`src/verilog/fwa_pkg.sv`:
```
// Constants for the field wake-up and activation controller
package fwa_pkg;

  localparam int AMP_W = 8;
  localparam int ADDR_W = 32;
  localparam int DATA_W = 32;

  // Register byte offsets
  localparam logic [7:0] REG_CTRL = 8'h00;
  localparam logic [7:0] REG_WAKE_THR = 8'h04;
  localparam logic [7:0] REG_DEACT_THR = 8'h08;
  localparam logic [7:0] REG_LP_THR = 8'h0c;
  localparam logic [7:0] REG_STATUS = 8'h10;
  localparam logic [7:0] REG_IRQ_STS = 8'h14;
  localparam logic [7:0] REG_IRQ_MASK = 8'h18;

  // Control register fields
  localparam int CTRL_FCHK_EN = 0;
  localparam int CTRL_LP_MODE = 1;
  localparam int CTRL_AUTO_FIELD = 2;
  localparam int CTRL_AUTO_REQ = 3;
  localparam int CTRL_SE_A_ON = 4;
  localparam int CTRL_SE_W_ON = 5;
  localparam int CTRL_W = 6;
  localparam logic [CTRL_W-1:0] CTRL_RST = 6'h01;

  // Threshold reset values
  localparam logic [AMP_W-1:0] WAKE_THR_RST = 8'h40;
  localparam logic [AMP_W-1:0] DEACT_THR_RST = 8'h10;
  localparam logic [AMP_W-1:0] LP_THR_RST = 8'h80;

  // Interrupt event bits
  localparam int EV_WAKE = 0;
  localparam int EV_PASS = 1;
  localparam int EV_FAIL = 2;
  localparam int EV_LOST = 3;
  localparam int EV_W = 4;
  localparam logic [EV_W-1:0] IRQ_MASK_RST = 4'h0;

  // Frequency check window in oscillator ticks, pass band limits in carrier ticks
  localparam int FC_RCO_W = 8;
  localparam int FC_CNT_W = 10;
  localparam logic [FC_RCO_W-1:0] FC_WIN = 8'h20;
  localparam logic [FC_CNT_W-1:0] FC_LO = 10'h102;
  localparam logic [FC_CNT_W-1:0] FC_HI = 10'h11d;

  typedef enum logic [2:0] {
    FWA_WAIT = 3'b001,
    FWA_FCHK = 3'b010,
    FWA_ACT = 3'b100
  } fwa_state_t;

endpackage

```
`src/verilog/fwa_ctrl.sv`:
```
// Field wake-up, frequency check, activation and SE supply controller
//
// What this block does
// - Idle wait state runs only field detection
// - Field detection starts frequency check, not activation
// - Frequency judged against internal RC oscillator
// - Enable chains only for carrier-band frequency
// - Passing check activates full receive and transmit
// - Software bit enables or disables frequency check
// - Low-power threshold mode forces check off
// - Field loss disables chains, returns to wait
// - Separate wake and deactivation thresholds, hysteresis
// - Detection threshold set through configuration registers
// - Optional automatic SE supply on field presence
// - Optional SE supply while request input high
// - Software directly switches both SE supplies
// - PLL tracks in receive, holds while transmitting
//
// The placing of the registers and the AHB-Lite slave port were left to the implementer.
`timescale 1ns/1ps
`default_nettype none
module fwa_ctrl (
  input wire logic clk_i,
  input wire logic rst_n_i,
  input wire logic ce_i,
  input wire logic [fwa_pkg::AMP_W-1:0] antenna_sense_in_p_i,
  input wire logic [fwa_pkg::AMP_W-1:0] antenna_sense_in_n_i,
  input wire logic carrier_tick_i,
  input wire logic rco_tick_i,
  input wire logic tx_drive_i,
  input wire logic se_supply_request_in_i,
  input wire logic hsel_i,
  input wire logic [fwa_pkg::ADDR_W-1:0] haddr_i,
  input wire logic [1:0] htrans_i,
  input wire logic hwrite_i,
  input wire logic [2:0] hsize_i,
  input wire logic [fwa_pkg::DATA_W-1:0] hwdata_i,
  input wire logic hready_i,
  output logic [fwa_pkg::DATA_W-1:0] hrdata_o,
  output logic hreadyout_o,
  output logic hresp_o,
  output logic rx_en_o,
  output logic tx_en_o,
  output logic fchk_busy_o,
  output logic pll_track_o,
  output logic pll_hold_o,
  output logic contactless_se_supply_out_o,
  output logic wired_se_supply_out_o,
  output logic irq_o
);
  import fwa_pkg::*;

  fwa_state_t state_q;
  fwa_state_t state_d;
  logic [CTRL_W-1:0] ctrl_q;
  logic [AMP_W-1:0] wake_thr_q;
  logic [AMP_W-1:0] deact_thr_q;
  logic [AMP_W-1:0] lp_thr_q;
  logic [EV_W-1:0] sts_q;
  logic [EV_W-1:0] sts_d;
  logic [EV_W-1:0] mask_q;
  logic [EV_W-1:0] ev;
  logic armed_q;
  logic field_q;
  logic wr_pend_q;
  logic [7:0] wr_addr_q;

  // Field amplitude and threshold compare
  logic [AMP_W-1:0] amp;
  logic [AMP_W-1:0] on_thr;
  logic field_on;
  logic field_off;
  logic fchk_use;

  assign amp = (antenna_sense_in_p_i >= antenna_sense_in_n_i) ?
               antenna_sense_in_p_i - antenna_sense_in_n_i :
               antenna_sense_in_n_i - antenna_sense_in_p_i;
  // Low-power mode has its own, higher wake threshold
  assign on_thr = ctrl_q[CTRL_LP_MODE] ? lp_thr_q : wake_thr_q;
  assign field_on = armed_q && (amp > on_thr);
  assign field_off = amp < deact_thr_q;
  // Check only when enabled and not in low-power mode
  assign fchk_use = ctrl_q[CTRL_FCHK_EN] && !ctrl_q[CTRL_LP_MODE];

  // Frequency checker
  logic fc_start;
  logic fc_abort;
  logic fc_done;
  logic fc_pass;

  assign fc_start = (state_q == FWA_WAIT) && field_on && fchk_use;
  assign fc_abort = (state_q == FWA_FCHK) && field_off;

  fwa_freq_chk u_freq_chk (
    .clk_i(clk_i),
    .rst_n_i(rst_n_i),
    .ce_i(ce_i),
    .start_i(fc_start),
    .abort_i(fc_abort),
    .carrier_tick_i(carrier_tick_i),
    .rco_tick_i(rco_tick_i),
    .done_o(fc_done),
    .pass_o(fc_pass)
  );

  // Sequencer
  always_comb begin
    state_d = state_q;
    case (state_q)
      FWA_WAIT: begin
        if (field_on) begin
          state_d = fchk_use ? FWA_FCHK : FWA_ACT;
        end
      end
      FWA_FCHK: begin
        if (field_off) begin
          state_d = FWA_WAIT;
        end else if (fc_done) begin
          state_d = fc_pass ? FWA_ACT : FWA_WAIT;
        end
      end
      FWA_ACT: begin
        if (field_off) begin
          state_d = FWA_WAIT;
        end
      end
      default: begin
        state_d = FWA_WAIT;
      end
    endcase
  end

  // Events for the sticky status
  assign ev[EV_WAKE] = (state_q == FWA_WAIT) && field_on;
  assign ev[EV_PASS] = (state_q == FWA_FCHK) && fc_done && fc_pass && !field_off;
  assign ev[EV_FAIL] = (state_q == FWA_FCHK) && fc_done && !fc_pass && !field_off;
  assign ev[EV_LOST] = (state_q != FWA_WAIT) && field_off;

  // Bus decode
  logic addr_ph;
  logic wr_en;
  logic [7:0] rd_addr;
  logic [DATA_W-1:0] rd_data;
  logic mapped;
  logic rd_take;

  assign addr_ph = hsel_i && htrans_i[1] && hready_i;
  assign rd_take = addr_ph && !hwrite_i;
  assign wr_en = wr_pend_q;
  assign rd_addr = haddr_i[7:0];
  assign mapped = (haddr_i[ADDR_W-1:8] == '0);

  always_comb begin
    rd_data = '0;
    if (mapped) begin
      case (rd_addr)
        REG_CTRL: rd_data[CTRL_W-1:0] = ctrl_q;
        REG_WAKE_THR: rd_data[AMP_W-1:0] = wake_thr_q;
        REG_DEACT_THR: rd_data[AMP_W-1:0] = deact_thr_q;
        REG_LP_THR: rd_data[AMP_W-1:0] = lp_thr_q;
        REG_STATUS: rd_data[5:0] = {amp > on_thr, field_q, fchk_busy_o, state_q};
        REG_IRQ_STS: rd_data[EV_W-1:0] = sts_q;
        REG_IRQ_MASK: rd_data[EV_W-1:0] = mask_q;
        default: rd_data = '0;
      endcase
    end
  end

  // Write-one-to-clear status; a new event beats a clear in the same cycle
  logic sts_clr_wr;

  assign sts_clr_wr = wr_en && (wr_addr_q == REG_IRQ_STS);

  genvar gi;
  generate
    for (gi = 0; gi < EV_W; gi++) begin : g_sts
      assign sts_d[gi] = ev[gi] || (sts_q[gi] && !(sts_clr_wr && hwdata_i[gi]));
    end
  endgenerate

  // Supply switch terms
  logic se_auto;
  logic se_a_d;
  logic se_w_d;

  assign se_auto = (ctrl_q[CTRL_AUTO_FIELD] && field_q) ||
                   (ctrl_q[CTRL_AUTO_REQ] && se_supply_request_in_i);
  assign se_a_d = ctrl_q[CTRL_SE_A_ON] || se_auto;
  assign se_w_d = ctrl_q[CTRL_SE_W_ON] || se_auto;

  // Bus handshake: zero wait states, always OKAY
  always_ff @(posedge clk_i) begin
    if (!rst_n_i) begin
      hreadyout_o <= 1'b0;
      hresp_o <= 1'b0;
    end else if (ce_i) begin
      hreadyout_o <= 1'b1;
      hresp_o <= 1'b0;
    end
  end

  // Write address carried into the data phase
  always_ff @(posedge clk_i) begin
    if (!rst_n_i) begin
      wr_pend_q <= 1'b0;
      wr_addr_q <= 8'h00;
    end else if (ce_i) begin
      wr_pend_q <= addr_ph && hwrite_i;
      // Unmapped writes land on an offset nothing decodes
      wr_addr_q <= mapped ? rd_addr : 8'hff;
    end
  end

  // Read data launched at the address phase, stands through the data phase
  always_ff @(posedge clk_i) begin
    if (!rst_n_i) begin
      hrdata_o <= '0;
    end else if (ce_i && rd_take) begin
      hrdata_o <= rd_data;
    end
  end

  // Software register write strobes
  logic wr_ctrl;
  logic wr_wake_thr;
  logic wr_deact_thr;
  logic wr_lp_thr;
  logic wr_mask;

  assign wr_ctrl = wr_en && (wr_addr_q == REG_CTRL);
  assign wr_wake_thr = wr_en && (wr_addr_q == REG_WAKE_THR);
  assign wr_deact_thr = wr_en && (wr_addr_q == REG_DEACT_THR);
  assign wr_lp_thr = wr_en && (wr_addr_q == REG_LP_THR);
  assign wr_mask = wr_en && (wr_addr_q == REG_IRQ_MASK);

  always_ff @(posedge clk_i) begin
    if (!rst_n_i) begin
      ctrl_q <= CTRL_RST;
    end else if (ce_i && wr_ctrl) begin
      ctrl_q <= hwdata_i[CTRL_W-1:0];
    end
  end

  always_ff @(posedge clk_i) begin
    if (!rst_n_i) begin
      wake_thr_q <= WAKE_THR_RST;
    end else if (ce_i && wr_wake_thr) begin
      wake_thr_q <= hwdata_i[AMP_W-1:0];
    end
  end

  always_ff @(posedge clk_i) begin
    if (!rst_n_i) begin
      deact_thr_q <= DEACT_THR_RST;
    end else if (ce_i && wr_deact_thr) begin
      deact_thr_q <= hwdata_i[AMP_W-1:0];
    end
  end

  always_ff @(posedge clk_i) begin
    if (!rst_n_i) begin
      lp_thr_q <= LP_THR_RST;
    end else if (ce_i && wr_lp_thr) begin
      lp_thr_q <= hwdata_i[AMP_W-1:0];
    end
  end

  always_ff @(posedge clk_i) begin
    if (!rst_n_i) begin
      mask_q <= IRQ_MASK_RST;
    end else if (ce_i && wr_mask) begin
      mask_q <= hwdata_i[EV_W-1:0];
    end
  end

  // Sequencer state
  always_ff @(posedge clk_i) begin
    if (!rst_n_i) begin
      state_q <= FWA_WAIT;
    end else if (ce_i) begin
      state_q <= state_d;
    end
  end

  // A failed check waits for the field to drop before retrying,
  // otherwise a steady off-band signal would restart it forever
  always_ff @(posedge clk_i) begin
    if (!rst_n_i) begin
      armed_q <= 1'b1;
    end else if (ce_i) begin
      if (ev[EV_FAIL]) begin
        armed_q <= 1'b0;
      end else if (field_off) begin
        armed_q <= 1'b1;
      end
    end
  end

  // Presence is the hysteresis latch, independent of check result
  always_ff @(posedge clk_i) begin
    if (!rst_n_i) begin
      field_q <= 1'b0;
    end else if (ce_i) begin
      if (field_off) begin
        field_q <= 1'b0;
      end else if (amp > on_thr) begin
        field_q <= 1'b1;
      end
    end
  end

  // Sticky status and level interrupt
  always_ff @(posedge clk_i) begin
    if (!rst_n_i) begin
      sts_q <= '0;
      irq_o <= 1'b0;
    end else if (ce_i) begin
      sts_q <= sts_d;
      irq_o <= |(sts_d & mask_q);
    end
  end

  // Chain enables follow the next state so they switch with it
  always_ff @(posedge clk_i) begin
    if (!rst_n_i) begin
      rx_en_o <= 1'b0;
      tx_en_o <= 1'b0;
      fchk_busy_o <= 1'b0;
    end else if (ce_i) begin
      rx_en_o <= (state_d == FWA_ACT);
      tx_en_o <= (state_d == FWA_ACT);
      fchk_busy_o <= (state_d == FWA_FCHK);
    end
  end

  // Loop opened while driving: extracted clock carries no reader phase
  always_ff @(posedge clk_i) begin
    if (!rst_n_i) begin
      pll_track_o <= 1'b0;
      pll_hold_o <= 1'b0;
    end else if (ce_i) begin
      pll_track_o <= (state_d == FWA_ACT) && !tx_drive_i;
      pll_hold_o <= (state_d == FWA_ACT) && tx_drive_i;
    end
  end

  // Supply switches
  always_ff @(posedge clk_i) begin
    if (!rst_n_i) begin
      contactless_se_supply_out_o <= 1'b0;
      wired_se_supply_out_o <= 1'b0;
    end else if (ce_i) begin
      contactless_se_supply_out_o <= se_a_d;
      wired_se_supply_out_o <= se_w_d;
    end
  end

endmodule
`default_nettype wire

```
`src/verilog/fwa_freq_chk.sv`:
```
// Carrier frequency checker against the RC oscillator time base
`timescale 1ns/1ps
`default_nettype none
module fwa_freq_chk (
  input wire logic clk_i,
  input wire logic rst_n_i,
  input wire logic ce_i,
  input wire logic start_i,
  input wire logic abort_i,
  input wire logic carrier_tick_i,
  input wire logic rco_tick_i,
  output logic done_o,
  output logic pass_o
);
  import fwa_pkg::*;

  logic busy_q;
  logic [FC_RCO_W-1:0] rco_cnt_q;
  logic [FC_CNT_W-1:0] car_cnt_q;
  logic [FC_CNT_W-1:0] car_next;
  logic win_end;

  // Saturate so a noisy fast input cannot wrap into the band
  assign car_next = (carrier_tick_i && car_cnt_q != '1) ?
                    car_cnt_q + {{(FC_CNT_W-1){1'b0}}, 1'b1} : car_cnt_q;
  assign win_end = busy_q && rco_tick_i && (rco_cnt_q == FC_WIN - 8'h01);

  always_ff @(posedge clk_i) begin
    if (!rst_n_i) begin
      busy_q <= 1'b0;
      rco_cnt_q <= '0;
      car_cnt_q <= '0;
      done_o <= 1'b0;
      pass_o <= 1'b0;
    end else if (ce_i) begin
      done_o <= win_end && !abort_i;
      if (start_i) begin
        busy_q <= 1'b1;
        rco_cnt_q <= '0;
        car_cnt_q <= '0;
      end else if (abort_i || win_end) begin
        busy_q <= 1'b0;
      end else if (busy_q) begin
        car_cnt_q <= car_next;
        if (rco_tick_i) begin
          rco_cnt_q <= rco_cnt_q + 8'h01;
        end
      end
      if (win_end) begin
        pass_o <= (car_next >= FC_LO) && (car_next <= FC_HI);
      end
    end
  end
endmodule
`default_nettype wire

```
`config.mk`:
```
export PLATFORM = sky130hd
export DESIGN_NAME = fwa_ctrl
export DESIGN_NICKNAME = d
export VERILOG_FILES = /design/src/verilog/fwa_pkg.sv /design/src/verilog/fwa_ctrl.sv /design/src/verilog/fwa_freq_chk.sv
export SDC_FILE = /design/constraint.sdc
export NUM_CORES = 1
export LEC_CHECK = 0
export ABC_CLOCK_PERIOD_IN_PS = 7150
export BUFFER_PORTS_ARGS = -buffer_cell sky130_fd_sc_hd__buf_2
export CAP_MARGIN = 20
export CORE_MARGIN = 1.5
export CORE_UTILIZATION = 54
export CTS_BUF_LIST = sky130_fd_sc_hd__clkbuf_4 sky130_fd_sc_hd__clkbuf_8 sky130_fd_sc_hd__clkbuf_16
export CTS_CLUSTER_DIAMETER = 50
export DETAILED_ROUTE_END_ITERATION = 7
export GPL_ROUTABILITY_DRIVEN = 0
export GPL_TIMING_DRIVEN = 1
export PLACE_DENSITY = 0.79
export SETUP_SLACK_MARGIN = 0.2
export SLEW_MARGIN = 20
export SYNTH_ARGS = -nofsm -noshare
export SYNTH_HDL_FRONTEND = slang
export SYNTH_SLANG_ARGS = --single-unit
```
`constraint.sdc`:
```
create_clock -name clk_i -period 7.15 [get_ports clk_i]
set_clock_uncertainty 0.2 [all_clocks]
set_input_delay 2.145 -clock clk_i [delete_from_list [all_inputs] [get_ports clk_i]]
set_output_delay 2.145 -clock clk_i [all_outputs]
set_load 0.1 [all_outputs]
```
# Word-level counts from Yosys, hierarchy flattened

Cells that the tools add are included.

Flip-flop bits (word level): 113
Logic and storage cells: 160

$add $sub $neg: 4
$lt $le $gt $ge: 5
Equal/unequal tests: 20
Mux-type cells: 28
Bitwise gates (word level): 1
Reductions and logical operators: 77

Operator list:

| cell                                                                               | count |
|---|---|
| 8-bit 2-to-1 mux                                                                   | 8 |
| 8-bit by 5-bit == test with 1-bit output (second input constant)                   | 6 |
| 1-bit logical AND                                                                  | 44 |
| 10-bit 2-to-1 mux                                                                  | 4 |
| 8-bit by 4-bit == test with 1-bit output (second input constant)                   | 4 |
| 4-bit case mux with 7 select lines                                                 | 1 |
| 24-bit logical NOT                                                                 | 1 |
| 3-bit 2-to-1 mux                                                                   | 6 |
| 8-bit by 3-bit == test with 1-bit output (second input constant)                   | 2 |
| 8-bit logical NOT                                                                  | 2 |
| 8-bit subtractor                                                                   | 2 |
| 10-bit by 1-bit adder with 10-bit output (second input constant)                   | 1 |
| 10-bit by 9-bit >= comparator with 1-bit output (second input constant)            | 1 |
| 10-bit by 9-bit less-or-equal comparator with 1-bit output (second input constant) | 1 |
| 1-bit logical NOT                                                                  | 10 |
| 10-bit != test (second input constant)                                             | 1 |
| 2-bit case mux with 5 select lines                                                 | 1 |
| 2-bit nonzero test                                                                 | 5 |
| 3-bit case mux with 3 select lines                                                 | 1 |
| 8-bit by 1-bit adder with 8-bit output (second input constant)                     | 1 |
| 8-bit >= comparator                                                                | 1 |
| 8-bit > comparator                                                                 | 1 |
| 1-bit logical OR                                                                   | 8 |
| 8-bit < comparator                                                                 | 1 |
| other kinds (12)                                                                   | 22 |

# Depth between registers and ports, before layout

Gate-level depths: netlist (run 1).

Depth after elaboration: 8
Depth in mapped cells: 20
Depth with buffers taken out: 19

# Modules after synthesis

A second synthesis (run 1) with hierarchy kept.

Cells, all modules: 682
Area total of the unflattened synthesis: 5850.6 µm²

By module, submodules not included:

| module       | instances | cells each | area an instance (µm²) | sequential area each (µm²) |
|---|---|---|---|---|
| fwa_ctrl     | 1         | 532        | 4600.7                 | 1361.3 |
| fwa_freq_chk | 1         | 150        | 1249.9                 | 420.4 |

# Worst setup path after synthesis (run 1)

No wires, ideal clock.

Path kind: input port to flip-flop
Start: input antenna_sense_in_p_i[0] (netlist name)
End: register u_freq_chk.car_cnt_q[6]
Library setup time: 57 ps
Data arrival time: 5911 ps
Data required time: 6893 ps
Path slack: 982 ps
Cell stages on the path: 19
Path through: inv_1 -> ha_1 -> inv_1 -> fa_1 -> a21o_1 -> a211oi_2 -> o21ai_4 -> mux2i_1 -> a221o_1 -> a31oi_1 -> xnor2_1 -> ha_1 -> a21oi_1 -> nor2_1 -> a211oi_1 -> a21oi_1 -> a311oi_2 -> o21bai_1 -> a21o_1

Cells in the longest elaborated chain, start to end: 8

Ends and longest elaborated chain:

| item                                                          | line               | text |
|---|---|---|
| start: declaration                                            | fwa_ctrl.sv:26     | `input wire logic [fwa_pkg::AMP_W-1:0] antenna_sense_in_p_i,` |
| 8-bit subtractor (tied with other cells)                      | fwa_ctrl.sv:77     | `antenna_sense_in_n_i - antenna_sense_in_p_i;` |
| 8-bit 2-to-1 mux (*)                                          | fwa_ctrl.sv:75     | `assign amp = (antenna_sense_in_p_i >= antenna_sense_in_n_i) ?` |
| 8-bit > comparator                                            | fwa_ctrl.sv:80     | `assign field_on = armed_q && (amp > on_thr);` |
| 1-bit logical AND                                             | fwa_ctrl.sv:80     |  |
| 1-bit logical AND (2 in series)                               | fwa_ctrl.sv:91     | `assign fc_start = (state_q == FWA_WAIT) && field_on && fchk_use;` |
| 2-bit != test (no line) or 2-bit nonzero test (tied branches) | -                  |  |
| 3-bit AND reduction (no line)                                 | -                  |  |
| end signal: assignment                                        | fwa_freq_chk.sv:44 | `car_cnt_q <= car_next;` |
| end: declaration                                              | fwa_freq_chk.sv:19 | `logic [FC_CNT_W-1:0] car_cnt_q;` |

Every way passes the cells marked *; elsewhere a longest branch is shown, timed or not.
A chain may end at the register's enable or synchronous reset.

# Final worst setup path (run 1)

Start: input antenna_sense_in_p_i[0] (netlist name)
End: register u_freq_chk.car_cnt_q[7]

The elaborated chain is that of the path after synthesis.

==> results.json, run 1 <==
{
  "status": "finished, final reports clean",
  "hold_buffers": 0,
  "yosysWarnings": 0,
  "cts_buffers": 9,
  "grt_pass1_wl_mm": 23.5,
  "clock-sinks": 89,
  "worst-path-max-fanout": 10,
  "dp_hpwl_mm": 10.6,
  "holdPathStages": 2,
  "cp_cell_sequence": "buf_2, inv_1, ha_1, inv_1, fa_1, a21o_1, a211oi_2, o21ai_4, mux2i_1, a221o_1, a31oi_1, xnor2_1, ha_1, nand2_1, nor3_1, a21oi_2, nor3_2, nand3b_1, or3_1, o21ai_1",
  "crit_family": "compound AO/OA/AOI/OAI gates",
  "endpoint_kind": "flop",
  "finalHoldViolCount": 0,
  "grt_pass1_vias": 5017,
  "initial_core_util_pct": 55.1,
  "crit_type": "primary input to flop",
  "critPathMaxStageDelay_ns": 0.44,
  "fp-row-count": 37,
  "nFillCells": 886,
  "post_cts_buffers": 0,
  "p_sw_share_pct": 34.6,
  "p_sw_mw": 0.436,
  "relSlewSlack_pct": 23.2,
  "whs_ns": 0.257,
  "worstMarginPinSlew_ns": 1.15,
  "maxCapViolations": 0,
  "io_buffers": 83,
  "critPathBufInv": 3,
  "syn_area_sq_mm": 0.00564,
  "p_clk_share_pct": 32.2,
  "syn_avg_cell_area_sq_um": 8.31,
  "crit_cells": 20,
  "fin_setup_tns_ns": 0,
  "p_leak_nw": 2.62,
  "drt-initial-drc-count": 578,
  "cts-htree-levels": 3,
  "diodes": 0,
  "drive_above_1_share_pct": 15.9,
  "drt-pass1-iter-count": 5,
  "final_nets": 878,
  "synthArstFlopShare_pct": 0,
  "reg2reg_depth": 10,
  "core_area_sq_mm": 0.0102,
  "cp_slowest_cell": "or3_1",
  "area_delta_synth_final_pct": 11.5,
  "synth_edf_count": 0,
  "start_kind": "primary input",
  "min_period_ns": 6.47,
  "grt_max_degree": 51,
  "worstPathArrival_ns": 6.59,
  "p_int_mw": 0.822,
  "ir_worst_vdd_v": 0.0000913,
  "cts_resized": 0,
  "fmax_mhz": 155,
  "hp-class": "flop to flop",
  "ys_seq_area_share_pct": 31.6,
  "seqCellArea_sq_mm": 0.00178,
  "wl_per_cell_um": 16.3,
  "grt_overflow": 0,
  "drc": 0,
  "fin_crit_sh_pct": 90.5,
  "viasPerCell": 6.02,
  "die_h_um": 105,
  "cts_tree": "yes",
  "p_per_area_mw_per_mm2": 200,
  "seqPwrFrac_pct": 41.5,
  "multiInputGateArea_sq_mm": 0.00350,
  "ys_ff_latch": 89,
  "wl_mm": 14.5,
  "dieArea_sq_mm": 0.0111,
  "combPwrFrac_pct": 26.2,
  "setup_viol": 0,
  "io_pins": 137,
  "synth_top_flop_cell": "dfxtp_1",
  "clk_path_buf_depth": 2,
  "slew_viol_final": 0,
  "synth_cell_types": 71,
  "required_ns": 7.27,
  "rsz0062_at_grt": "false",
  "cts_root_buffer": "clkbuf_8",
  "postRouteAntennaNets": 0,
  "die_w_um": 105,
  "clock_latency_ns": 0.38,
  "grt_usage_pct": 26.2,
  "synth_cells": 679,
  "via_count": 5358,
  "antenna_found_initial": 0,
  "clkTransAtPathRegs_ns": 0.10
}
metrics by stage:
stage	worst slack (ns)	total power [mW]	std cells	util, %	cell area (sq um)
2_1_floorplan	0.982	0.782	703	-	5730
3_3_place_gp	0.449	0.844	874	59.2	6050
3_5_place_dp	0.314	0.856	874	59.2	6050
4_1_cts	0.700	1.25	890	61.5	6290
5_1_grt	0.390	1.31	890	61.5	6290
6_report	0.681	1.26	890	61.5	6290
cells in the final DEF (no fill, tap or decap), types with 4 or more instances in the layout:
| master | Yosys | layout |
|---|---|---|
| xnor2_1 | 5 | 5 |
| inv_1 | 38 | 38 |
| and2_1 | 7 | 7 |
| nor3_1 | 5 | 5 |
| o211ai_1 | 11 | 11 |
| a31oi_1 | 13 | 13 |
| nand2b_1 | 5 | 5 |
| o21ai_1 | 12 | 12 |
| nor2_1 | 75 | 75 |
| nand3_1 | 18 | 18 |
| nor4_1 | 9 | 9 |
| clkbuf_8 | 0 | 10 |
| o21ai_0 | 29 | 29 |
| buf_4 | 26 | 6 |
| nand2_1 | 39 | 39 |
| a21oi_1 | 41 | 41 |
| dfxtp_1 | 89 | 89 |
| mux2i_1 | 47 | 47 |
| buf_2 | 5 | 83 |
| xor2_1 | 9 | 9 |
| and3_1 | 7 | 7 |
| a22o_1 | 4 | 4 |
| a21o_1 | 11 | 11 |
| nand3b_1 | 5 | 5 |
| and4_1 | 6 | 6 |
| a22oi_1 | 15 | 15 |
| nand4_1 | 4 | 4 |
| a32oi_1 | 4 | 4 |
| ha_1 | 32 | 32 |
| nor2b_1 | 10 | 10 |
| or3_1 | 7 | 7 |
| a221oi_1 | 6 | 6 |
| conb_1 | 1 | 25 |
sequential cells by signal, indices dropped and copies added (netlist names), 3 cells and up:
name	count
ctrl_q	6
deact_thr_q	8
hrdata_o	8
lp_thr_q	8
mask_q	4
state_q	3
sts_q	4
u_freq_chk.car_cnt_q	10
u_freq_chk.rco_cnt_q	8
wake_thr_q	8
wr_addr_q	8
synth_stat cells (all sizes together), types with 3 or more instances:
| cell type | number | share of area, % |
|---|---|---|
| dfxtp | 89 | 32 |
| nor2 | 75 | 5.0 |
| mux2i | 47 | 8.3 |
| a21oi | 42 | 3.8 |
| o21ai | 42 | 3.9 |
| inv | 39 | 2.6 |
| nand2 | 39 | 2.6 |
| ha | 32 | 7.1 |
| buf | 31 | 3.9 |
| clkbuf | 23 | 1.5 |
| nand3 | 18 | 1.6 |
| a22oi | 15 | 2.0 |
| a31oi | 13 | 1.4 |
| o211ai | 12 | 1.7 |
| a21o | 11 | 1.5 |
| nor2b | 10 | 1.1 |
| nor4 | 10 | 1.4 |
| xor2 | 9 | 1.4 |
| and2 | 8 | 0.89 |
| and3 | 7 | 0.78 |
| nor3 | 7 | 0.80 |
| or3 | 7 | 0.78 |
| a221oi | 6 | 0.93 |
| and4 | 6 | 0.93 |
| a211oi | 5 | 0.84 |
| nand2b | 5 | 0.55 |
| nand3b | 5 | 0.67 |
| xnor2 | 5 | 0.78 |
| a21boi | 4 | 0.53 |
| a22o | 4 | 0.62 |
| a32oi | 4 | 0.62 |
| nand4 | 4 | 0.44 |
| mux2 | 3 | 0.60 |
| nor3b | 3 | 0.40 |
| nor4b | 3 | 0.47 |
| o21a | 3 | 0.40 |
| o21bai | 3 | 0.40 |
| o31ai | 3 | 0.40 |
metal layers:
layer,global-route usage [%],vias up,share of wire [%]
met2,44.0,282,46
met1,32.9,2484,43
li1,-,2554,-
met4,9.98,0,2.2
met5,0,-,0
met3,5.68,38,8.6
power by group through the flow:
stage                     combinational, mW  sequential (mW)  clock [mW]
after CTS                             0.325            0.522       0.404
after detailed placement              0.323            0.532           0
after floorplan                       0.243            0.540           0
after global routing                  0.356            0.524       0.431
final                                 0.330            0.523       0.406
after global placement                0.312            0.532           0
path summary, 6_finish.rpt:
kind	start	endpoint	slack, ns
setup / recovery	antenna_sense_in_p_i[0]	u_freq_chk.car_cnt_q[7]	0.68
hold / removal	hrdata_o[3]	hrdata_o[3]	0.26
setup reg to reg	ctrl_q[1]	u_freq_chk.car_cnt_q[6]	3.91
hold reg to reg	hrdata_o[3]	hrdata_o[3]	0.26
tightest hold or removal path, cell delays in order (launching register included):
cell and delay, ns:
dfxtp_1 0.32, nand2_1 0.05, a21oi_1 0.05
layout make-up:
type	instances	area share, %
tap	136	2.71
inverter	39	2.33
multi-input combinational	521	55.6
clock buffer	10	2.19
timing repair buffer	89	7.32
clock inverter	6	1.51
sequential	89	28.3
kinds of logic (layout without fill, tap and decap cells):
kind of cell             count (synthesis)  in the layout  share of synthesized area, %
AND/OR/NAND/NOR                        212            212                          19.1
XOR/XNOR                                14             14                          2.17
multiplexers                            50             50                          8.94
buffers and inverters                   93            144                          8.03
AO/OA/AOI/OAI                          186            186                          22.3
adder cells (fa/ha/maj)                 34             34                          7.81
other                                    1             25                        0.0665
flip-flops                              89             89                          31.6
Power figures use the tool's default switching activity.
==> run 2, diff against run 1 <==
Settings changed: PLACE_DENSITY 0.79 to 0.82.
==> run 2 against run 1 <==
Compared with the run above:
- routed wire length grew 0.52%
- utilization about the same
- flip-flop and latch count did not move
- largest cell class unchanged
==> results.json, run 2 (synthesis results as in run 1) <==
{
  "hp-start": "hrdata_o[1]",
  "seqPwrFrac_pct": 41.0,
  "slew_viol_final": 0,
  "ir_worst_vdd_v": 0.0000918,
  "fin_crit_sh_pct": 90.3,
  "drt-pass1-iter-count": 5,
  "final_nets": 877,
  "crit_type": "primary input to flop",
  "finalHoldViolCount": 0,
  "p_per_area_mw_per_mm2": 202,
  "drt-initial-drc-count": 552,
  "min_period_ns": 6.45,
  "hp-class": "flop to flop",
  "viasPerCell": 6.03,
  "r2r-start": "ctrl_q[1]",
  "r2r_slack_ns": 4.01,
  "initial_core_util_pct": 55.1,
  "worstPathArrival_ns": 6.50,
  "fmax_mhz": 155,
  "grt_overflow": 0,
  "rsz0062_at_grt": "false",
  "drc": 0,
  "wl_mm": 14.6,
  "core_area_sq_mm": 0.0102,
  "holdPathStages": 2,
  "endpoint_kind": "flop",
  "post_cts_buffers": 0,
  "p_clk_share_pct": 33.0,
  "die_h_um": 105,
  "top_register": "u_freq_chk.car_cnt_q",
  "layout_setup_ws_ns": 0.697,
  "grt_pass1_wl_mm": 24.0,
  "via_count": 5365,
  "start_kind": "primary input",
  "clock-sinks": 89,
  "area_delta_synth_final_pct": 11.5,
  "cp_cell_sequence": "buf_2, inv_1, ha_1, inv_1, fa_1, a21o_1, a211oi_2, o21ai_4, mux2i_1, a221o_1, a31oi_1, xnor2_1, ha_1, nand2_1, nor3_1, a21oi_2, nor3b_1, o2111ai_1, xnor2_1, nor2b_1",
  "mostFrequentLayoutCell": "dfxtp_1",
  "layout_common_cells": "dfxtp_1 (89), buf_2 (83), nor2_1 (75)",
  "postRouteAntennaNets": 0,
  "p_int_mw": 0.843,
  "clkTransAtPathRegs_ns": 0.10,
  "whs_ns": 0.264,
  "largest_register_ffs": 10,
  "cts_root_buffer": "clkbuf_8",
  "cts_resized": 0,
  "relSlewSlack_pct": 21.5,
  "cts_buffers": 9,
  "hold_buffers": 0,
  "maxCapViolations": 0,
  "fp-row-count": 37,
  "clock_latency_ns": 0.38,
  "combPwrFrac_pct": 26.0,
  "clk_path_buf_depth": 2,
  "setup_viol": 0,
  "io_buffers": 83,
  "fin_setup_tns_ns": 0,
  "critPathMaxStageDelay_ns": 0.64,
  "worstMarginPinSlew_ns": 1.18,
  "drive_above_1_share_pct": 15.8,
  "reg2reg_depth": 9,
  "diodes": 0,
  "grt_max_degree": 51,
  "holdPathEnd": "hrdata_o[1]",
  "nFillCells": 881,
  "io_pins": 137,
  "crit_family": "compound AO/OA/AOI/OAI gates",
  "grt_usage_pct": 26.6,
  "p_sw_mw": 0.429,
  "wl_per_cell_um": 16.4,
  "r2r-end": "u_freq_chk.car_cnt_q[8]",
  "grt_pass1_vias": 5028,
  "p_sw_share_pct": 33.7,
  "cts_tree": "yes",
  "antenna_found_initial": 0,
  "p_leak_nw": 2.62,
  "critPathBufInv": 3,
  "die_w_um": 105,
  "cp_slowest_cell": "nor3b_1",
  "dp_hpwl_mm": 10.7,
  "post-place-ws_ns": 0.364,
  "required_ns": 7.20,
  "worst-path-max-fanout": 10,
  "dieArea_sq_mm": 0.0111,
  "status": "finished, final reports clean",
  "cts-htree-levels": 3,
  "crit_start": "antenna_sense_in_p_i[0]"
}
[run 2: cell count changes in the layout (fill, tap and decap cells not counted)]
cell,change
bufinv_16,+1
clkinvlp_4,+2
inv_6,-3
buf_4,-1
clkinv_2,+1
clkbuf_8,-1
[run 2: worst register-to-register path, stage by stage, from the launching register on]
cell and delay (ns):
dfxtp_1 0.66, mux2i_1 0.32, ha_1 0.28, nor2b_1 0.14, o211ai_1 0.15, a21o_1 0.22
a21oi_1 0.19, a311oi_2 0.60, a31oi_1 0.14, o21ai_1 0.18
[run 2: layer usage]
| metal | up-vias | GRT usage [%] | share of wire [%] |
|---|---|---|---|
| met5 | - | 0 | 0 |
| met4 | 0 | 9.78 | 2.2 |
| met3 | 32 | 3.81 | 7.0 |
| met2 | 257 | 45.4 | 48 |
| met1 | 2529 | 34.0 | 43 |
| li1 | 2547 | - | - |
[run 2: power by group through the flow]
stage / Sequential [mW] / Combinational (mW) / Clock [mW]
3_5_place_dp: 0.532 / 0.324 / 0
6_report: 0.521 / 0.331 / 0.420
2_1_floorplan: 0.540 / 0.243 / 0
5_1_grt: 0.523 / 0.359 / 0.442
3_3_place_gp: 0.532 / 0.311 / 0
4_1_cts: 0.521 / 0.326 / 0.422
[run 2: how the worst max path moves through the flow]
stage / to / depth (start not counted) / slack [ns]
finish: u_freq_chk.rco_cnt_q[7] / 20 / 0.70
global route: u_freq_chk.rco_cnt_q[2] / 20 / 0.33
CTS: u_freq_chk.rco_cnt_q[7] / 20 / 0.74
detailed placement: u_freq_chk.rco_cnt_q[7] / 20 / 0.36
global placement: u_freq_chk.rco_cnt_q[7] / 20 / 0.49
floorplan: u_freq_chk.car_cnt_q[6] / 19 / 0.98
[run 2: layout make-up]
type / instances / area, sq um / share of cell area [%]
multi-input combinational: 521 / 3500 / 55.6
sequential: 89 / 1780 / 28.3
timing repair buffer: 88 / 453 / 7.20
tap: 136 / 170 / 2.71
inverter: 39 / 146 / 2.33
clock buffer: 9 / 124 / 1.97
clock inverter: 7 / 119 / 1.89
[run 2: metrics by stage]
step / instance area [sq um] / power [mW] / cells / utilization [%]
floorplan: 5730 / 0.782 / 703 / -
global placement: 6050 / 0.843 / 873 / 59.1
detailed placement: 6050 / 0.856 / 873 / 59.1
CTS: 6290 / 1.27 / 889 / 61.5
global route: 6290 / 1.32 / 889 / 61.5
finish: 6290 / 1.27 / 889 / 61.5
